### config.mk
export PLATFORM = sky130hd
export DESIGN_NAME = iesp_status_poll
export DESIGN_NICKNAME = d
export VERILOG_FILES = /design/src/iesp_pkg.sv /design/src/iesp_queue_level.sv /design/src/iesp_status_poll.sv
export SDC_FILE = /design/constraint.sdc
export NUM_CORES = 1
export LEC_CHECK = 0
export ABC_AREA = 1
export CAP_MARGIN = 5
export CORE_UTILIZATION = 40
export DETAILED_ROUTE_END_ITERATION = 8
export DONT_BUFFER_PORTS = 1
export GPL_ROUTABILITY_DRIVEN = 0
export PLACE_DENSITY = 0.64
export SETUP_SLACK_MARGIN = 0.15
export SYNTH_ARGS = -nofsm -noshare
export SYNTH_HDL_FRONTEND = slang
export SYNTH_SLANG_ARGS = --single-unit
### constraint.sdc
create_clock -name CLOCK_I -period 2.2 [get_ports CLOCK_I]
set_input_delay 0.11 -clock CLOCK_I [delete_from_list [all_inputs] [get_ports CLOCK_I]]
set_output_delay 0.11 -clock CLOCK_I [all_outputs]
set_load 0.01 [all_outputs]
### src/iesp_pkg.sv
// Package: constants and carrier types for the status and poll block
package iesp_pkg;

    localparam int unsigned BYTE_W       = 8;
    localparam int unsigned QUEUE_DEPTH  = 256;

    // Power-on values
    localparam logic [7:0] ESR_RESET     = 8'h80;
    localparam logic [7:0] ZERO_RESET    = 8'h00;

    // Event status bit positions
    localparam int unsigned EV_OPC       = 0;
    localparam int unsigned EV_QYE       = 2;
    localparam int unsigned EV_EXE       = 4;
    localparam int unsigned EV_CME       = 5;
    localparam int unsigned EV_PON       = 7;
    localparam logic [7:0] EV_USED_MASK  = 8'hb5;

    // Status byte bit positions
    localparam int unsigned SB_MAV       = 4;
    localparam int unsigned SB_ESB       = 5;
    localparam int unsigned SB_RQS       = 6;
    localparam logic [7:0] SB_USED_MASK  = 8'h30;

    // Query error codes
    localparam logic [7:0] QE_INTERRUPTED  = 8'h01;
    localparam logic [7:0] QE_DEADLOCK     = 8'h02;
    localparam logic [7:0] QE_UNTERMINATED = 8'h03;

    // Parallel poll enable byte layout
    localparam logic [2:0] PPE_TAG       = 3'h6;
    localparam int unsigned PPE_TAG_LSB  = 4;
    localparam int unsigned PPE_SENSE    = 3;

    // Interface function capability subsets, as ASCII pairs
    localparam logic [15:0] CAP_TALKER     = 16'h5436;
    localparam logic [15:0] CAP_LISTENER   = 16'h4c34;
    localparam logic [15:0] CAP_CONTROLLER = 16'h4330;

    typedef enum logic [3:0] {
        IESP_CMD_NONE   = 4'h0,
        IESP_CMD_ESE_W  = 4'h1,
        IESP_CMD_ESE_R  = 4'h2,
        IESP_CMD_ESR_R  = 4'h3,
        IESP_CMD_SRE_W  = 4'h4,
        IESP_CMD_SRE_R  = 4'h5,
        IESP_CMD_STB_R  = 4'h6,
        IESP_CMD_PRE_W  = 4'h7,
        IESP_CMD_PRE_R  = 4'h8,
        IESP_CMD_OPC    = 4'h9,
        IESP_CMD_QER_R  = 4'ha,
        IESP_CMD_EER_R  = 4'hb,
        IESP_CMD_RST    = 4'hc
    } iesp_cmd_t;

    // Common command request from the parser
    typedef struct packed {
        logic      valid;
        iesp_cmd_t cmd;
        logic [7:0] data;
    } iesp_req_t;

    // Parser and formatter events
    typedef struct packed {
        logic       syntax_err;
        logic       exec_err;
        logic [7:0] exec_code;
        logic       talk_addr;
        logic       fmt_idle;
        logic       fmt_waiting;
        logic       queue_empty;
        logic       pmt_read;
        logic       multi_end;
        logic       rmt_sent;
        logic       resp_ready;
    } iesp_evt_t;

    // Parallel poll configuration
    typedef struct packed {
        logic       enabled;
        logic       sense;
        logic [2:0] line;
    } iesp_ppcfg_t;

    typedef enum logic [1:0] {
        IESP_RESP_IDLE = 2'b00,
        IESP_RESP_WAIT = 2'b01,
        IESP_RESP_SEND = 2'b11
    } iesp_resp_t;

endpackage

### src/iesp_queue_level.sv
// Fill counter of the raw input queue with full and empty flags
`timescale 1ns/1ps
module iesp_queue_level #(
    parameter int unsigned DEPTH = iesp_pkg::QUEUE_DEPTH
) (
    input  wire logic                     clk_i,
    input  wire logic                     rst_i,
    input  wire logic                     ce_i,
    input  wire logic                     flush_i,
    input  wire logic                     push_i,
    input  wire logic                     pop_i,
    output logic [$clog2(DEPTH+1)-1:0]    level_o,
    output logic                          full_o,
    output logic                          empty_o
);
    localparam int unsigned LW = $clog2(DEPTH + 1);
    localparam logic [LW-1:0] FULL_LVL = LW'(DEPTH);
    localparam logic [LW-1:0] ONE      = LW'(1);

    logic do_push;
    logic do_pop;

    assign do_push = push_i && (level_o != FULL_LVL);
    assign do_pop  = pop_i && (level_o != '0);

    always_ff @(posedge clk_i) begin
        if (rst_i || (ce_i && flush_i)) begin
            level_o <= '0;
        end else if (ce_i) begin
            if (do_push && !do_pop) begin
                level_o <= level_o + ONE;
            end else if (do_pop && !do_push) begin
                level_o <= level_o - ONE;
            end
        end
    end

    assign full_o  = (level_o == FULL_LVL);
    assign empty_o = (level_o == '0);
endmodule

### src/iesp_status_poll.sv
// Status reporting, query error handling and parallel poll of the bus port
// Operation
// - Talker T6, listener L4 subsets, no controller capability.
// - Talk addressed, formatter idle, queue empty: query error, code 3.
// - Response pending and terminator or two ENDs: query error, code 1.
// - Response pending and queue full: query error code 2, formatter reset.
// - ist is set when poll enable AND status byte is nonzero.
// - Poll enable byte accepted when bits 6..4 are 110; sense, line.
// - Poll enable register written and read by common commands.
// - Event summary bit 5 follows enabled event status bits.
// - Event status read clears it; its enable is read and written.
// - Event bit 7 set at power-on; bits 6, 3, 1 unused.
// - Syntax error sets event bit 5 and resets the parser.
// - Execution failure sets event bit 4 and stores its code.
// - Event bit 2 on query error, bit 0 on operation complete.
// - Enabled status byte bit sets bit 6 and requests service.
// - Bit 6 is summary on query, request flag on serial poll.
// - Service request enable written and read by common commands.
// - Bit 4 set when response ready, cleared after terminator.
// - Power-on: event status 128, every other register zero.
// - After power-on the device is local with keys accepted.
// - Storage fault at power-up warns and restores defaults.
// - Input queue holds 256 bytes; full drives deadlock.
`timescale 1ns/1ps
module iesp_status_poll #(
    parameter int unsigned QUEUE_DEPTH = iesp_pkg::QUEUE_DEPTH
) (
    input  wire logic                  CLOCK_I,
    input  wire logic                  SYS_RST_I,
    input  wire logic                  CE_I,
    input  wire iesp_pkg::iesp_req_t   REQ_I,
    input  wire iesp_pkg::iesp_evt_t   EVT_I,
    input  wire logic                  Q_PUSH_I,
    input  wire logic                  Q_POP_I,
    input  wire logic                  PPE_VALID_I,
    input  wire logic [7:0]            PPE_BYTE_I,
    input  wire logic                  PPU_I,
    input  wire logic                  SPOLL_I,
    input  wire logic                  REN_I,
    input  wire logic                  LISTEN_CMD_I,
    input  wire logic                  LOCAL_KEY_I,
    input  wire logic                  NVRAM_FAULT_I,
    output logic [7:0]                 RESP_DATA_O,
    output logic                       RESP_VALID_O,
    output logic [7:0]                 SPOLL_BYTE_O,
    output logic                       SRQ_O,
    output logic                       IST_O,
    output logic [7:0]                 PP_DIO_O,
    output logic [7:0]                 PP_DIO_OE_O,
    output logic                       PARSER_RESET_O,
    output logic                       FMT_RESET_O,
    output logic                       QUEUE_FULL_O,
    output logic                       REMOTE_O,
    output logic                       KEYS_ENABLED_O,
    output logic                       NV_WARN_O,
    output logic                       DEFAULTS_LOAD_O,
    output logic [15:0]                CAP_TALKER_O,
    output logic [15:0]                CAP_LISTENER_O,
    output logic [15:0]                CAP_CONTROLLER_O
);
    logic [7:0]                esr_r;
    logic [7:0]                ese_r;
    logic [7:0]                sre_r;
    logic [7:0]                pre_r;
    logic [7:0]                qer_r;
    logic [7:0]                eer_r;
    logic                      mav_r;
    logic                      rqs_r;
    iesp_pkg::iesp_ppcfg_t     ppcfg_r;
    iesp_pkg::iesp_resp_t      resp_r;
    iesp_pkg::iesp_resp_t      resp_nxt;
    logic                      pon_seen_r;
    logic                      nv_s1_r;
    logic                      nv_s2_r;
    logic                      ren_s1_r;
    logic                      ren_s2_r;
    logic                      q_full;
    logic                      q_empty;
    logic                      err_unterm;
    logic                      err_intr;
    logic                      err_dead;
    logic                      qerr;
    logic                      esr_read;
    logic                      esb;
    logic                      mss;
    logic [7:0]                stb;
    logic                      do_rst;

    iesp_queue_level #(
        .DEPTH   (QUEUE_DEPTH)
    ) u_queue (
        .clk_i   (CLOCK_I),
        .rst_i   (SYS_RST_I),
        .ce_i    (CE_I),
        .flush_i (1'b0),
        .push_i  (Q_PUSH_I),
        .pop_i   (Q_POP_I),
        .level_o (),
        .full_o  (q_full),
        .empty_o (q_empty)
    );
    assign QUEUE_FULL_O = q_full;
    assign err_unterm = EVT_I.talk_addr && EVT_I.fmt_idle && q_empty;
    assign err_intr   = EVT_I.fmt_waiting
                        && (EVT_I.pmt_read || EVT_I.multi_end);
    assign err_dead   = EVT_I.fmt_waiting && q_full && !err_intr;
    assign qerr       = err_unterm || err_intr || err_dead;

    assign esr_read = REQ_I.valid && (REQ_I.cmd == iesp_pkg::IESP_CMD_ESR_R);
    assign do_rst   = REQ_I.valid && (REQ_I.cmd == iesp_pkg::IESP_CMD_RST);
    assign esb = |(esr_r & ese_r);
    assign stb = {1'b0, 1'b0, esb, mav_r, 4'h0};
    assign mss = |(stb & sre_r);
    always_ff @(posedge CLOCK_I) begin
        if (SYS_RST_I) begin
            nv_s1_r  <= 1'b0;
            nv_s2_r  <= 1'b0;
            ren_s1_r <= 1'b0;
            ren_s2_r <= 1'b0;
        end else if (CE_I) begin
            nv_s1_r  <= NVRAM_FAULT_I;
            nv_s2_r  <= nv_s1_r;
            ren_s1_r <= REN_I;
            ren_s2_r <= ren_s1_r;
        end
    end
    // Fault sampled once the synchroniser has settled
    logic [1:0] pon_cnt_r;
    always_ff @(posedge CLOCK_I) begin
        if (SYS_RST_I) begin
            pon_cnt_r       <= 2'h0;
            pon_seen_r      <= 1'b0;
            NV_WARN_O       <= 1'b0;
            DEFAULTS_LOAD_O <= 1'b0;
        end else if (CE_I) begin
            DEFAULTS_LOAD_O <= do_rst;
            if (!pon_seen_r) begin
                pon_cnt_r <= pon_cnt_r + 2'h1;
                if (pon_cnt_r == 2'h2) begin
                    pon_seen_r <= 1'b1;
                    if (nv_s2_r) begin
                        NV_WARN_O       <= 1'b1;
                        DEFAULTS_LOAD_O <= 1'b1;
                    end
                end
            end
        end
    end
    // Event status register: sets win over read-clear
    logic [7:0] esr_set;
    always_comb begin
        esr_set = 8'h00;
        esr_set[iesp_pkg::EV_CME] = EVT_I.syntax_err;
        esr_set[iesp_pkg::EV_EXE] = EVT_I.exec_err;
        esr_set[iesp_pkg::EV_QYE] = qerr;
        esr_set[iesp_pkg::EV_OPC] = REQ_I.valid
            && (REQ_I.cmd == iesp_pkg::IESP_CMD_OPC);
    end

    always_ff @(posedge CLOCK_I) begin
        if (SYS_RST_I) begin
            esr_r <= iesp_pkg::ESR_RESET;
        end else if (CE_I) begin
            esr_r <= ((esr_read ? 8'h00 : esr_r) | esr_set)
                     & iesp_pkg::EV_USED_MASK;
        end
    end
    always_ff @(posedge CLOCK_I) begin
        if (SYS_RST_I) begin
            ese_r <= iesp_pkg::ZERO_RESET;
            sre_r <= iesp_pkg::ZERO_RESET;
            pre_r <= iesp_pkg::ZERO_RESET;
        end else if (CE_I && REQ_I.valid) begin
            unique case (REQ_I.cmd)
                iesp_pkg::IESP_CMD_ESE_W: begin
                    ese_r <= REQ_I.data & iesp_pkg::EV_USED_MASK;
                end
                iesp_pkg::IESP_CMD_SRE_W: begin
                    sre_r <= REQ_I.data & iesp_pkg::SB_USED_MASK;
                end
                iesp_pkg::IESP_CMD_PRE_W: begin
                    pre_r <= REQ_I.data;
                end
                default: ;
            endcase
        end
    end
    always_ff @(posedge CLOCK_I) begin
        if (SYS_RST_I) begin
            qer_r <= iesp_pkg::ZERO_RESET;
            eer_r <= iesp_pkg::ZERO_RESET;
        end else if (CE_I) begin
            if (err_unterm) begin
                qer_r <= iesp_pkg::QE_UNTERMINATED;
            end else if (err_intr) begin
                qer_r <= iesp_pkg::QE_INTERRUPTED;
            end else if (err_dead) begin
                qer_r <= iesp_pkg::QE_DEADLOCK;
            end
            if (EVT_I.exec_err) begin
                eer_r <= EVT_I.exec_code;
            end
        end
    end
    always_comb begin
        resp_nxt = resp_r;
        unique case (resp_r)
            iesp_pkg::IESP_RESP_IDLE: begin
                if (EVT_I.resp_ready) begin
                    resp_nxt = iesp_pkg::IESP_RESP_WAIT;
                end
            end
            iesp_pkg::IESP_RESP_WAIT: begin
                if (err_intr || err_dead) begin
                    resp_nxt = iesp_pkg::IESP_RESP_IDLE;
                end else if (EVT_I.talk_addr) begin
                    resp_nxt = iesp_pkg::IESP_RESP_SEND;
                end
            end
            iesp_pkg::IESP_RESP_SEND: begin
                if (EVT_I.rmt_sent) begin
                    resp_nxt = iesp_pkg::IESP_RESP_IDLE;
                end
            end
            default: begin
                resp_nxt = iesp_pkg::IESP_RESP_IDLE;
            end
        endcase
    end

    always_ff @(posedge CLOCK_I) begin
        if (SYS_RST_I) begin
            resp_r <= iesp_pkg::IESP_RESP_IDLE;
            mav_r  <= 1'b0;
        end else if (CE_I) begin
            resp_r <= resp_nxt;
            if (EVT_I.resp_ready) begin
                mav_r <= 1'b1;
            end else if (EVT_I.rmt_sent || err_intr || err_dead) begin
                mav_r <= 1'b0;
            end
        end
    end
    always_ff @(posedge CLOCK_I) begin
        if (SYS_RST_I) begin
            rqs_r <= 1'b0;
        end else if (CE_I) begin
            if (!mss) begin
                rqs_r <= 1'b0;
            end else if (!SPOLL_I) begin
                rqs_r <= 1'b1;
            end
        end
    end
    assign SRQ_O = rqs_r;
    always_ff @(posedge CLOCK_I) begin
        if (SYS_RST_I) begin
            SPOLL_BYTE_O <= iesp_pkg::ZERO_RESET;
        end else if (CE_I) begin
            SPOLL_BYTE_O <= stb | {1'b0, rqs_r, 6'h00};
        end
    end
    always_ff @(posedge CLOCK_I) begin
        if (SYS_RST_I) begin
            ppcfg_r <= '0;
        end else if (CE_I && PPE_VALID_I) begin
            if (PPE_BYTE_I[iesp_pkg::PPE_TAG_LSB +: 3]
                == iesp_pkg::PPE_TAG) begin
                ppcfg_r.enabled <= 1'b1;
                ppcfg_r.sense   <= PPE_BYTE_I[iesp_pkg::PPE_SENSE];
                ppcfg_r.line    <= PPE_BYTE_I[2:0];
            end
        end
    end
    always_ff @(posedge CLOCK_I) begin
        if (SYS_RST_I) begin
            IST_O       <= 1'b0;
            PP_DIO_O    <= 8'h00;
            PP_DIO_OE_O <= 8'h00;
        end else if (CE_I) begin
            IST_O       <= |(pre_r & (stb | {1'b0, mss, 6'h00}));
            PP_DIO_O    <= 8'h00;
            PP_DIO_OE_O <= 8'h00;
            if (PPU_I && ppcfg_r.enabled
                && (IST_O == ppcfg_r.sense)) begin
                PP_DIO_O[ppcfg_r.line]    <= 1'b1;
                PP_DIO_OE_O[ppcfg_r.line] <= 1'b1;
            end
        end
    end
    always_ff @(posedge CLOCK_I) begin
        if (SYS_RST_I) begin
            RESP_DATA_O  <= 8'h00;
            RESP_VALID_O <= 1'b0;
        end else if (CE_I) begin
            RESP_VALID_O <= 1'b0;
            if (REQ_I.valid) begin
                RESP_VALID_O <= 1'b1;
                unique case (REQ_I.cmd)
                    iesp_pkg::IESP_CMD_ESR_R: RESP_DATA_O <= esr_r;
                    iesp_pkg::IESP_CMD_ESE_R: RESP_DATA_O <= ese_r;
                    iesp_pkg::IESP_CMD_SRE_R: RESP_DATA_O <= sre_r;
                    iesp_pkg::IESP_CMD_PRE_R: RESP_DATA_O <= pre_r;
                    iesp_pkg::IESP_CMD_STB_R:
                        RESP_DATA_O <= stb | {1'b0, mss, 6'h00};
                    iesp_pkg::IESP_CMD_QER_R: RESP_DATA_O <= qer_r;
                    iesp_pkg::IESP_CMD_EER_R: RESP_DATA_O <= eer_r;
                    default: RESP_VALID_O <= 1'b0;
                endcase
            end
        end
    end
    always_ff @(posedge CLOCK_I) begin
        if (SYS_RST_I) begin
            PARSER_RESET_O <= 1'b0;
            FMT_RESET_O    <= 1'b0;
        end else if (CE_I) begin
            PARSER_RESET_O <= err_unterm || EVT_I.syntax_err;
            FMT_RESET_O    <= err_intr || err_dead;
        end
    end
    always_ff @(posedge CLOCK_I) begin
        if (SYS_RST_I) begin
            REMOTE_O <= 1'b0;
        end else if (CE_I) begin
            if (!ren_s2_r || LOCAL_KEY_I) begin
                REMOTE_O <= 1'b0;
            end else if (LISTEN_CMD_I) begin
                REMOTE_O <= 1'b1;
            end
        end
    end
    assign KEYS_ENABLED_O   = !REMOTE_O;
    assign CAP_TALKER_O     = iesp_pkg::CAP_TALKER;
    assign CAP_LISTENER_O   = iesp_pkg::CAP_LISTENER;
    assign CAP_CONTROLLER_O = iesp_pkg::CAP_CONTROLLER;
endmodule

# Word level (Yosys, flattened, before mapping)
# Index checks and enable logic that the tools add are counted.
[totals]
memories = 0
inputBits = 51
romBits = 0
mem_bits_rw = 0
out_inout_bits = 90
latch_bits = 0
elab_cells = 135
ff_bits = 90
[op_classes]
addsub = 3
bitwise = 7
shift = 0
n_reduce_logical = 54
n_eq_ne = 18
magnitude_cmp = 2
div = 0
mux = 23
multipliers = 0
[ops]
columns = ["op", "count"]
rows = [
  ["$pmux 8 s7", 1],
  ["$mux 8", 5],
  ["$reduce_or 8->1", 3],
  ["$reduce_and 2->1", 11],
  ["$eq 4x4->1 const B", 5],
  ["$mux 9", 2],
  ["$logic_and 1x1->1", 17],
  ["$and 8x8->8", 2],
  ["$eq 4x3->1 const B", 4],
  ["$mux 1", 14],
  ["$or 6x7->7", 2],
  ["$add 9x1->9 const B", 1],
  ["$eq 9x9->1 const B", 1],
  ["$logic_not 9->1", 1],
  ["$ne 9x9->1 const B", 1],
  ["$reduce_bool 9->1", 1],
  ["$sub 9x1->9 const B", 1],
  ["$eq 4x2->1 const B", 2],
  ["$logic_or 1x1->1", 8],
  ["$or 8x6->8", 1],
  ["$reduce_bool 7->1", 1],
  ["$reduce_or 7->1", 1],
  ["$and 6x6->6", 1],
  ["$reduce_bool 2->1", 3],
  ["other kinds (14)", 18],
]

# Logic depth before layout (Yosys ltp)
[depth]
word_depth = 7
mapped_depth = 16
depth_no_buf = 16

# Modules after synthesis
# Synthesis repeated with hierarchy kept, for this count alone.
[unflattened]
cells_unflattened = 598
hier_area_um2 = 4237.8
[by_module_without_submodules]
columns = ["mod", "cells_per_inst", "n_inst", "seq_area_each_um2", "area_per_inst_um2"]
rows = [
  ["iesp_status_poll", 470, 1, 1401.3, 3422.0],
  ["iesp_queue_level", 128, 1, 180.2, 815.8],
]

# Least setup slack after synthesis
# No wires, ideal clock.
[synth_timing]
path_kind = "reg-to-reg"
startpoint = "register u_queue.level_o[0]"
endpoint = "register u_queue.level_o[6]"
stages_incl_launch_ff = 16
setup_ns = 0.109
slack_ns = -0.200
synth_period_minus_slack_ns = 2.400
arrival_time_ns = 2.291
cell_sequence = "dfxtp_1 inv_1 nand3_1 nor3_1 nor2_1 ha_1 inv_1 ha_1 a21oi_1 o21ai_0 nand2_1 nand3_1 nand2_1 nand3_1 nand2_1 inv_1"
[synth_between]
elab_chain_cells = 6
word_cells_on_any_way = 14
cone_classes = "2 x add/sub; 1 x eq/ne; 2 x mux; 9 x reduce/logical"
[synth_lines]
columns = ["item", "line", "source"]
rows = [
  ["start, declared", "iesp_queue_level.sv:12", "output logic [$clog2(DEPTH+1)-1:0] level_o,"],
  ["start signal, assigned", "iesp_queue_level.sv:31", "level_o <= level_o + ONE;"],
  ["start signal, assigned", "iesp_queue_level.sv:33", "level_o <= level_o - ONE;"],
  ["branches (longest 6 deep; another with $sub 9x1->9)", "-", ""],
]
# Several ways; the timed one is not identified. The select of a mux whose other input is x is not followed.
# A chain may end at the register's enable or synchronous reset.

# Worst setup path after layout
[layout_timing]
startpoint = "register u_queue.level_o[7]"
endpoint = "register u_queue.level_o[5]"
[layout_between]
elab_chain_cells = 6
word_cells_on_any_way = 11
cone_classes = "1 x eq/ne; 1 x mux; 9 x reduce/logical"
[layout_lines]
columns = ["item", "line"]
rows = [
  ["$ne 9x9->1 or $reduce_bool 9->1 (tied branches)", "iesp_queue_level.sv:23, iesp_queue_level.sv:24"],
  ["$logic_and 1x1->1 (on tied branches)", "iesp_queue_level.sv:23, iesp_queue_level.sv:24"],
  ["$logic_not 1->1 (on tied branches)", "iesp_queue_level.sv:32, iesp_queue_level.sv:30"],
  ["$logic_and 1x1->1 (on tied branches)", "iesp_queue_level.sv:32, iesp_queue_level.sv:30"],
  ["$reduce_bool 2->1 (no source line)", "-"],
  ["$reduce_and 2->1 (no source line)", "-"],
]
# Several ways; a longest one is shown, not always the timed one.

==> run summary <==
Crit path DAT: 2.41 ns
RR Endpoint: u_queue.level_o[5]
Flops & latches, synth: 79
Worst Hold Class: in -> reg
Internal: 2.77 mW
WP buf/inv: 3
Gate count of the mapped netlist: 581
IO Count: 141
YS warnings: 0
Hold path start: REQ_I[10]
Hold_ws: 0.0356 ns
Worst setup SP type: flip-flop
CTS tree: built
Layout area overhead: 20.1%
CTS H-tree depth: 3
Inst Count DP: 705
IO buf count: 0
Delay of the slowest critical-path stage: 0.31 ns
Crit. End Element: flip-flop
Layout cells sized above 1: 0.150
Most common cell after layout, fill and taps aside: nand2_1
Fillers: 1017
Post-Layout Inst Area: 5010 um^2
Starting density of the core: 0.419
Clock Power Share: 0.299
CTS buffer count: 9
Total Wirelength: 10500 um
Critical path required time: 2.45 ns
Clock Tree Root: clkbuf_8
Antenna-violating nets left: 0
Async SR Flop Fraction: 0
Core ar.: 9950 um^2
Flop pwr share: 0.392
Rel. slew slack: 0.615
Row Count: 36
Post-synth EDFFs: 0
WS Path Type: reg -> reg
Outcome: finished clean
Ys flop type: dfxtp_1
Sw Share: 0.322
Non-Filler Instances: 761
Reg2reg setup slack: 0.04 ns
Worst slew pin tran: 0.576 ns
Hold Vio Cnt, Final: 0
Initial antenna violation count: 0
Final nets: 685
Clock Path Buffers: 2
Hold depth: 2
Part of the Yosys area used for sequential elements: 0.379
Crit-path max FO: 8
CTS clk-pin slew, worst paths: 0.08 ns
Fmax: 0.462 GHz
Worst reg-to-reg path cell count: 15
Lkg Pwr: 2.15 nW
Slew Limit Fails: 0
Wire length of the first global-routing pass: 16900 um
Average size of a mapped cell: 7.18 um^2
Fin Clk Skew: 0.00998 ns
Delay-heaviest family, CP: simple AND/OR/NAND/NOR gates
Slowest CP cell: dfxtp_1
Fin Setup TNS: 0 ns
Vias in the first global route: 3468
Distinct cells, synth: 37
Clock period minus worst slack: 2.16 ns
Peak supply drop: 382 uV
Chip width: 104 um
Routed vias/inst: 4.81
DIE AREA: 10800 um^2
GRT Residual Overflow: 0
Mapped Area: 4170 um^2
Combinational fraction of design power: 0.309
Drt drc: 0
Die span in y: 104 um
Commonest non-fill, non-tap cells in the layout: nand2_1 (94), dfxtp_1 (74), nor2_1 (59), a21oi_1 (59)
Worst-Skew Late Latency: 0.35 ns
GRT Overall Usage: 0.195
Initial DRC Count: 168
Detailed-route via count: 3662
Placed wire-length estimate: 7410 um
Placed cell area: 4270 um^2
Fin crit share: 0.984
Routed len/inst: 13.8 um
Diode count: 0
PD cells: 814 nW/um^2
Max-cap violation count: 0
Sw Pwr: 1.31 mW
Reg2reg start: u_queue.level_o[7]
Largest net degree at the start of global routing: 37
Crit path cell chain: inv_1 > nand4_1 > nor2_2 > nand2_1 > nand2_2 > ha_4 > inv_8 > ha_4 > a21oi_4 > nor2_1 > nor2_1 > a21o_1 > nand3_1 > nand2_1 > inv_1
Pre-antenna DRT Iters: 4
Final setup fails: 0
Hold worst-path end: DEFAULTS_LOAD_O
Worst Setup SP: u_queue.level_o[7]
Clk sink count: 79
RSZ-0062 raised after global routing: true
## cell families after synthesis
kind of cell	after synthesis	synth area share
AND/OR/NAND/NOR	211	0.219
buffers and inverters	142	0.183
AO/OA/AOI/OAI	130	0.169
flip-flops	79	0.379
adder cells (fa/ha/maj)	11	0.0348
XOR/XNOR	6	0.0126
other	2	0.00180
## how the worst max path moves through the flow
stage	endpoint	slack, ns	cells past startpoint
after global placement	u_queue.level_o[7]	0.03	14
after detailed placement	u_queue.level_o[8]	-0.04	16
final	u_queue.level_o[5]	0.04	15
after global routing	u_queue.level_o[5]	-0.12	15
after floorplan	u_queue.level_o[8]	0.13	16
after CTS	u_queue.level_o[4]	0.02	14
## metrics by stage
step           power (mW)   util  setup slack (ns)
2_1_floorplan        2.45      -             0.130
6_report             4.08  0.503            0.0351
4_1_cts              4.01  0.497            0.0179
5_1_grt              4.33  0.503            -0.123
3_5_place_dp         2.64  0.428           -0.0375
3_3_place_gp         2.61  0.428            0.0317
## power groups by stage
stage,Sequential [mW],Clock [mW],Combinational [mW]
6_report,1.60,1.22,1.26
3_3_place_gp,1.62,0,0.988
2_1_floorplan,1.62,0,0.832
4_1_cts,1.59,1.25,1.17
5_1_grt,1.61,1.31,1.40
3_5_place_dp,1.62,0,1.02
## layer usage
metal | wire length, um | global-route usage
met3 | 515 | 0.0508
met4 | 172 | 0.0643
met1 | 4380 | 0.228
met5 | 0 | 0
met2 | 5420 | 0.346
## synth_stat cells, types with 2 or more instances
library cell | instances | area share
dfxtp_1 | 79 | 0.38
nor2_1 | 62 | 0.056
xor2_1 | 4 | 0.0084
xnor2_1 | 2 | 0.0042
o21ai_1 | 2 | 0.0024
nand3_2 | 2 | 0.0048
nand3_1 | 28 | 0.034
clkbuf_1 | 12 | 0.011
inv_2 | 7 | 0.0063
nand4_1 | 5 | 0.0075
a22oi_1 | 3 | 0.0054
conb_1 | 2 | 0.0018
a21o_1 | 3 | 0.0054
nand2_1 | 100 | 0.090
o21ai_0 | 45 | 0.054
inv_1 | 60 | 0.054
nor2_2 | 3 | 0.0045
o21bai_1 | 3 | 0.0054
a31oi_1 | 4 | 0.0060
a21oi_1 | 63 | 0.076
nor3_1 | 3 | 0.0036
ha_1 | 10 | 0.030
buf_2 | 2 | 0.0024
o211ai_1 | 3 | 0.0054
buf_4 | 61 | 0.11
or2_2 | 2 | 0.0030
## state kept, by name, indices dropped and copies added (netlist names), 2 cells and up
signal,count
PP_DIO_OE_O,8
qer_r,2
SPOLL_BYTE_O,3
sre_r,2
esr_r,5
pre_r,8
pon_cnt_r,2
eer_r,8
ese_r,5
u_queue.level_o,9
RESP_DATA_O,8
ppcfg_r,5
## repair_timing
item / in CTS / in global routing
gates resized for setup: 13 / 16
setup buffers: 3 / 0
hold endpoints to repair: 66 / 0
hold buffers: 37 / 0
cloned: 0 / 0
pin swaps: 14 / 6
endpoints found under the setup margin: 6 / 9
## cell type report
cell class                 instances  area, um^2  share of cell area
inverter                          67         259              0.0517
clock inverter                     6        92.6              0.0185
clock buffer                      10         138              0.0275
timing repair buffer              55         532               0.106
tap                              133         166              0.0332
multi-input combinational        411        2230               0.446
sequential                        79        1590               0.317
Power figures use the tool's default switching activity.
